### src/logic/pdd_pkg.sv
// shared constants and types of the panel disconnect detector
// assumes a single 100 MHz system clock and an active-low asynchronous reset
package pdd_pkg;

  // ****************************************************************
  // timing
  // ****************************************************************
  localparam int unsigned CLK_FREQ_HZ = 100_000_000;
  localparam int unsigned LOSS_TIME_MS = 1000;
  // least absence time, rounded down to whole cycles, never less than one
  localparam int unsigned LOSS_CYCLES = (LOSS_TIME_MS * (CLK_FREQ_HZ / 1000) + 0) < 1 ? 1 :
    LOSS_TIME_MS * (CLK_FREQ_HZ / 1000);

  // ****************************************************************
  // selection field of reset_and_panel_loss_select
  // ****************************************************************
  localparam int unsigned SEL_W = 2;
  localparam int unsigned SEL_RESET_GATED_BIT = 0;
  localparam int unsigned SEL_DETECT_BIT = 1;
  localparam logic [SEL_W-1:0] SEL_RESET_VAL = 2'h0;

  // ****************************************************************
  // fault codes (values arbitrary)
  // ****************************************************************
  localparam int unsigned CODE_W = 8;
  localparam logic [CODE_W-1:0] CODE_NONE = 8'h00;
  localparam logic [CODE_W-1:0] PANEL_LOSS_FAULT_CODE = 8'hA1;
  localparam logic [CODE_W-1:0] ALT_PANEL_LOSS_FAULT_CODE = 8'hA2;

  // ****************************************************************
  // types
  // ****************************************************************
  typedef enum logic [1:0] {
    PDD_UNARMED = 2'h0,
    PDD_ARMED = 2'h1,
    PDD_ABSENT = 2'h3,
    PDD_TRIPPED = 2'h2
  } pdd_state_e;

  typedef struct packed {
    logic alarm_stop;
    logic panel_msg_disconnected;
    logic [CODE_W-1:0] led_fault_code;
  } pdd_alarm_s;

endpackage : pdd_pkg

### src/logic/pdd_absence_timer.sv
// absence qualification counter
// assumes run_i is held high for every cycle the panel is missing
`timescale 1ns/100ps
module pdd_absence_timer #(
  parameter int unsigned LIMIT = pdd_pkg::LOSS_CYCLES
)
(
  // clock and reset
  input wire logic clk_sys_i,
  input wire logic resetn_i,
  // control
  input wire logic run_i,
  // status
  output logic expired_o,
  output logic [$clog2(LIMIT+1)-1:0] count_o
);

  localparam int unsigned CNT_W = $clog2(LIMIT + 1);
  localparam logic [CNT_W-1:0] LIMIT_C = CNT_W'(LIMIT);

  // refused at elaboration: a zero limit would trip on the first missing cycle
  if (LIMIT < 1)
  begin : g_bad_limit
    $error("absence limit must be at least one cycle");
  end

  logic [CNT_W-1:0] count_q;

  // saturates at the limit so a long absence cannot wrap and re-qualify
  always_ff @(posedge clk_sys_i or negedge resetn_i)
  begin
    if (!resetn_i)
    begin
      count_q <= '0;
    end
    else if (!run_i)
    begin
      count_q <= '0;
    end
    else if (count_q != LIMIT_C)
    begin
      count_q <= count_q + CNT_W'(1);
    end
  end

  assign expired_o = run_i && (count_q == LIMIT_C);
  assign count_o = count_q;

endmodule : pdd_absence_timer

### src/logic/pdd_panel_disconnect_detector.sv
// operator panel disconnection detector and reset gate of the drive controller
// assumes panel presence, selection and reset inputs are synchronous to clk_sys_i
`timescale 1ns/100ps
module pdd_panel_disconnect_detector #(
  parameter int unsigned LOSS_CYCLES = pdd_pkg::LOSS_CYCLES
)
(
  // clock and reset
  input wire logic clk_sys_i,
  input wire logic resetn_i,
  // operator panel
  input wire logic operator_panel_present_i,
  input wire logic alt_panel_model_i,
  // drive settings and status
  input wire logic [pdd_pkg::SEL_W-1:0] reset_and_panel_loss_select_i,
  input wire logic protective_trip_i,
  input wire logic ext_reset_i,
  // results
  output logic drive_reset_o,
  output pdd_pkg::pdd_alarm_s alarm_o
);

  localparam int unsigned CNT_W = $clog2(LOSS_CYCLES + 1);

  // refused at elaboration, not at run time
  if (LOSS_CYCLES < 1)
  begin : g_bad_loss_cycles
    $error("loss qualification must be at least one cycle");
  end

  // ****************************************************************
  // selection decode
  // ****************************************************************
  function automatic logic sel_detect(input logic [pdd_pkg::SEL_W-1:0] sel);
    sel_detect = sel[pdd_pkg::SEL_DETECT_BIT];
  endfunction : sel_detect

  function automatic logic sel_reset_gated(input logic [pdd_pkg::SEL_W-1:0] sel);
    sel_reset_gated = sel[pdd_pkg::SEL_RESET_GATED_BIT];
  endfunction : sel_reset_gated

  pdd_pkg::pdd_state_e state_q;
  pdd_pkg::pdd_alarm_s alarm_q;
  logic drive_reset_q;
  logic detect_en;
  logic reset_ok;
  logic timer_expired;
  logic [CNT_W-1:0] timer_count;

  assign detect_en = sel_detect(reset_and_panel_loss_select_i);

  // the panel loss alarm is itself a protection trip, so a gated reset can clear it
  assign reset_ok = ext_reset_i && (!sel_reset_gated(reset_and_panel_loss_select_i) ||
    protective_trip_i || alarm_q.alarm_stop);

  // ****************************************************************
  // absence timer
  // ****************************************************************
  pdd_absence_timer #(
    .LIMIT(LOSS_CYCLES)
  ) u_timer (
    .clk_sys_i(clk_sys_i),
    .resetn_i(resetn_i),
    .run_i(state_q == pdd_pkg::PDD_ABSENT && !operator_panel_present_i),
    .expired_o(timer_expired),
    .count_o(timer_count)
  );

  // ****************************************************************
  // detection state
  // ****************************************************************
  always_ff @(posedge clk_sys_i or negedge resetn_i)
  begin
    if (!resetn_i)
    begin
      state_q <= pdd_pkg::PDD_UNARMED;
    end
    else
    begin
      unique case (state_q)
        pdd_pkg::PDD_UNARMED:
        begin
          if (operator_panel_present_i)
          begin
            state_q <= pdd_pkg::PDD_ARMED;
          end
        end
        pdd_pkg::PDD_ARMED:
        begin
          if (detect_en && !operator_panel_present_i)
          begin
            state_q <= pdd_pkg::PDD_ABSENT;
          end
        end
        pdd_pkg::PDD_ABSENT:
        begin
          if (operator_panel_present_i || !detect_en)
          begin
            state_q <= pdd_pkg::PDD_ARMED;
          end
          else if (timer_expired)
          begin
            state_q <= pdd_pkg::PDD_TRIPPED;
          end
        end
        pdd_pkg::PDD_TRIPPED:
        begin
          // re-arming needs the panel to be seen again after the reset
          if (reset_ok)
          begin
            state_q <= pdd_pkg::PDD_UNARMED;
          end
        end
      endcase
    end
  end

  // ****************************************************************
  // alarm and drive reset outputs
  // ****************************************************************
  always_ff @(posedge clk_sys_i or negedge resetn_i)
  begin
    if (!resetn_i)
    begin
      alarm_q <= '{alarm_stop: 1'b0, panel_msg_disconnected: 1'b0, led_fault_code: pdd_pkg::CODE_NONE};
    end
    else if (state_q == pdd_pkg::PDD_ABSENT && !operator_panel_present_i && detect_en && timer_expired)
    begin
      alarm_q.alarm_stop <= 1'b1;
      alarm_q.panel_msg_disconnected <= 1'b1;
      alarm_q.led_fault_code <= alt_panel_model_i ? pdd_pkg::ALT_PANEL_LOSS_FAULT_CODE :
        pdd_pkg::PANEL_LOSS_FAULT_CODE;
    end
    else if (alarm_q.alarm_stop && reset_ok)
    begin
      alarm_q <= '{alarm_stop: 1'b0, panel_msg_disconnected: 1'b0, led_fault_code: pdd_pkg::CODE_NONE};
    end
  end

  always_ff @(posedge clk_sys_i or negedge resetn_i)
  begin
    if (!resetn_i)
    begin
      drive_reset_q <= 1'b0;
    end
    else
    begin
      drive_reset_q <= reset_ok;
    end
  end

  assign drive_reset_o = drive_reset_q;
  assign alarm_o = alarm_q;
endmodule : pdd_panel_disconnect_detector

### config.mk
export PLATFORM = sky130hd
export DESIGN_NAME = pdd_panel_disconnect_detector
export DESIGN_NICKNAME = d
export VERILOG_FILES = /design/src/logic/pdd_pkg.sv /design/src/logic/pdd_absence_timer.sv /design/src/logic/pdd_panel_disconnect_detector.sv
export SDC_FILE = /design/constraint.sdc
export NUM_CORES = 1
export LEC_CHECK = 0
export ABC_AREA = 1
export BUFFER_PORTS_ARGS = -buffer_cell sky130_fd_sc_hd__buf_2
export CORE_AREA = 2 2 67 69
export DETAILED_ROUTE_END_ITERATION = 6
export DIE_AREA = 0 0 69 71
export MAX_ROUTING_LAYER = met4
export PLACE_DENSITY_LB_ADDON = 0.3
export RECOVER_POWER = 100
export SYNTH_ARGS = -nofsm -noshare
export SYNTH_HDL_FRONTEND = slang
export SYNTH_HIERARCHICAL = 1
export SYNTH_SLANG_ARGS = --single-unit
### constraint.sdc
create_clock -name clk_sys_i -period 1.9 [get_ports clk_sys_i]
set_clock_uncertainty 0.1 [all_clocks]
set_input_delay 0 -clock clk_sys_i [delete_from_list [all_inputs] [get_ports clk_sys_i]]
set_output_delay 0 -clock clk_sys_i [all_outputs]
set_load 0.03 [all_outputs]
==> impl_metrics.py <==
metrics = {
    "synth": {
        "synth.area.top_cells": "dfrtp_1 (38%), nand2_1 (16%), nor2_1 (10%)",
        "synth_edf_count": 0,
        "yosys.cell_types.count": 26,
        "synth_ff_type": "dfrtp_1",
        "syn_area_per_cell_sq_um": 6.771,
        "async_flop_share": 1.000,
        "ys_seq_area_frac": 0.3835,
        "yosysTopAreaCell": "dfrtp_1",
        "synth_top_area_frac": 0.3835,
        "syn_area_sq_um": 2153,
        "synth_warnings": 6,
        "synth-seq-cells": 33,
        "synthCells": 318,
    },
    "routing": {
        "via_per_inst": 5.002,
        "drt_first_pass_iters": 4,
        "wire_per_inst_um": 12.36,
        "drt_wl_total_um": 4983,
        "vias": 2016,
        "drt_iter0_markers": 159,
        "drc": 0,
        "drtAntennaViolNets": 0,
    },
    "layout": {
        "area.growth.synth_to_final_pct": 13.42,
        "utilization": 0.5810,
        "final_cell_mix": "nand2_1 (97), nor2_1 (62), inv_1 (34)",
        "nNetsFinal": 361,
        "drive_gt1_frac": 0.1140,
        "diodes": 0,
        "layout_commonest_cell": "nand2_1",
    },
    "power_and_ir_drop": {
        "p_int_w": 0.001152,
        "pwr-share-comb": 0.218,
        "p_sw_frac": 0.3075,
        "power.switching_w": 0.0005115,
        "clkPwrFrac": 0.320,
        "ir_drop_mv": 0.3000,
        "seq_power_share": 0.462,
        "power.leakage_nw": 1.071,
        "powerDensity_nw_per_um2": 681.2,
    },
    "clocking": {
        "cts-root-buf": "clkbuf_8",
        "path_clk_slew_ns": 0.07,
        "cts_num_sinks": 33,
        "numCtsBuffers": 5,
        "cts_tree": "done",
        "htreeDepth": 2,
        "clk_latency_ns": 0.28,
        "clock_path_buffers": 2,
    },
    "worst_setup_path": {
        "cp_num_buf_inv": 2,
        "setup.worst_path.start_class": "register",
        "cp_slowest_cell": "dfrtp_1",
        "cp.arrival_ns": 1.77,
        "worstSetupPathType": "register to register",
        "crit-reg2reg-launch": "u_timer/count_o[1]",
        "crit_chain": "inv_1 > ha_1 > nand3_1 > nor3_2 > nand3_1 > nor2_2 > inv_1 > nand3_1 > nor2_2 > nor2_4 > nand2_1 > nand2_1 > nand2_1",
        "critPathCaptureType": "register",
        "crit_path_max_incr_delay_ns": 0.41,
        "worst-r2r-cell-count": 13,
        "cp_max_fo": 4,
        "critical_path.top_delay_family": "simple AND/OR/NAND/NOR gates",
        "required_ns": 1.98,
        "regToRegSetupSlack_ns": 0.20,
        "reg2reg_to": "state_q[1]",
    },
    "sta": {
        "fmax_mhz": 589.9,
        "slew_headroom": 0.4467,
        "fin_ws_ns": 0.2048,
        "setup_viol": 0,
        "slew_violations": 0,
        "min_period_ns": 1.695,
        "max_slew.worst_pin.slew_ns": 0.8299,
        "final_hold_viol_count": 0,
        "min_period_over_period": 0.8922,
    },
    "die": {
        "die_h_um": 71,
        "coreArea_sq_um": 4204,
        "start_util": 0.5122,
        "die_w_um": 69,
        "ios": 19,
        "die_area_sq_um": 4899,
        "placementRows": 24,
    },
    "grt": {
        "antenna_found_initial": 0,
        "gr-total-overflow": 0,
        "globalRouteTotalUtil": 0.2266,
        "grt_start_max_net_pins": 34,
        "grt_pass1_vias": 1897,
        "grt_pass1_wl_um": 8562,
    },
    "hold_path": {
        "min_from": "operator_panel_present_i",
        "hold_end": "state_q[0]",
        "min_path_cells": 5,
        "hp-class": "input port to register",
    },
    "placed_design": {
        "io_buffers": 14,
        "gp_congestion": 0.9675,
        "hpwl_um": 3673,
        "dp_slack_ns": 0.1316,
    },
    "job": {
        "maxCapViolCount": 0,
    },
    "status": {
        "run_status": "completed",
    },
}
-- per-layer routing --
| layer | vias to the layer above | track usage | share of wire |
|---|---|---|---|
| li1 | 1038 | - | - |
| met2 | 53 | 0.3857 | 0.48 |
| met4 | 0 | 0.06536 | 0.0068 |
| met3 | 4 | 0.03846 | 0.052 |
| met5 | - | - | 0 |
| met1 | 921 | 0.2783 | 0.46 |
-- power by group through the flow --
stage	clock (W)	combinational (W)	sequential [W]
6_report	0.000533	0.000362	0.000768
5_1_grt	0.000585	0.000414	0.000771
4_1_cts	0.000558	0.000370	0.000767
3_5_place_dp	0	0.000360	0.000780
3_3_place_gp	0	0.000354	0.000779
2_1_floorplan	0	0.000252	0.000785
-- synth_stat cells, types with 2 or more instances --
| master | n |
|---|---|
| dfrtp_1 | 33 |
| nand3_1 | 26 |
| nor3_1 | 3 |
| ha_1 | 2 |
| o21ai_0 | 8 |
| inv_2 | 2 |
| nand4_1 | 3 |
| o21ai_1 | 2 |
| nor2_1 | 60 |
| a21oi_1 | 12 |
| clkbuf_1 | 2 |
| nor2_4 | 6 |
| buf_4 | 7 |
| xor2_1 | 5 |
| nand2_1 | 93 |
| inv_1 | 34 |
| xnor2_1 | 2 |
| nor2_2 | 5 |
| nand2_2 | 6 |
-- through the flow --
| stage | instance area (sq um) | total power [W] | setup TNS, ns | cells | hold slack [ns] |
|---|---|---|---|---|---|
| 2_1_floorplan | 2165 | 0.001036 | 0 | 321 | -0.3956 |
| 3_3_place_gp | 2322 | 0.001134 | 0 | 389 | 0.004913 |
| 3_5_place_dp | 2322 | 0.001140 | 0 | 389 | 0.007732 |
| 4_1_cts | 2469 | 0.001695 | 0 | 402 | 0.08051 |
| 5_1_grt | 2442 | 0.001770 | -0.006152 | 403 | 0.1074 |
| 6_report | 2442 | 0.001664 | 0 | 403 | 0.06103 |
-- tightest hold or removal path, cell delays in order --
cell and delay, ns:
buf_2 0.12, a21oi_1 0.07, nand2_1 0.10, nand3_1 0.07, nand2_1 0.05
-- state kept, by name (all words and copies together) (netlist names) --
register and count:
alarm_o 3, drive_reset_o 1, state_q 2, u_timer/count_o 27
-- timing repair --
| action | CTS | global route |
|---|---|---|
| endpoints found under the hold margin | 37 | 0 |
| buffers inserted | 0 | 1 |
| hold buffers | 6 | 0 |
| endpoints found under the setup margin | 0 | 3 |
| resized for setup | 0 | 3 |
-- area by class of cell --
| cell class | instances | area, sq um |
|---|---|---|
| multi-input combinational | 243 | 1129 |
| timing repair buffer | 32 | 201.4 |
| tap | 52 | 65.06 |
| inverter | 36 | 135.1 |
| sequential | 33 | 825.8 |
| clock buffer | 7 | 86.33 |
| fill | 430 | 1762 |
-- worst max path at each step --
stage,cells after the start,end,start,slack (ns)
5_1_grt,13,state_q[1],u_timer/count_o[1],-0.006
2_1_floorplan,13,state_q[1],u_timer/count_o[0],0.07
4_1_cts,13,state_q[1],u_timer/count_o[1],0.12
3_5_place_dp,13,state_q[1],u_timer/count_o[1],0.13
3_3_place_gp,13,state_q[1],u_timer/count_o[1],0.17
6_report,13,state_q[1],u_timer/count_o[1],0.20
-- cells by family after synthesis --
family | share of synthesized area
adder cells (fa/ha/maj) | 0.01162
AO/OA/AOI/OAI | 0.05462
other | 0.001742
flip-flops | 0.3835
buffers and inverters | 0.09065
AND/OR/NAND/NOR | 0.4294
XOR/XNOR | 0.02847
(Power assumes the default switching activity.)
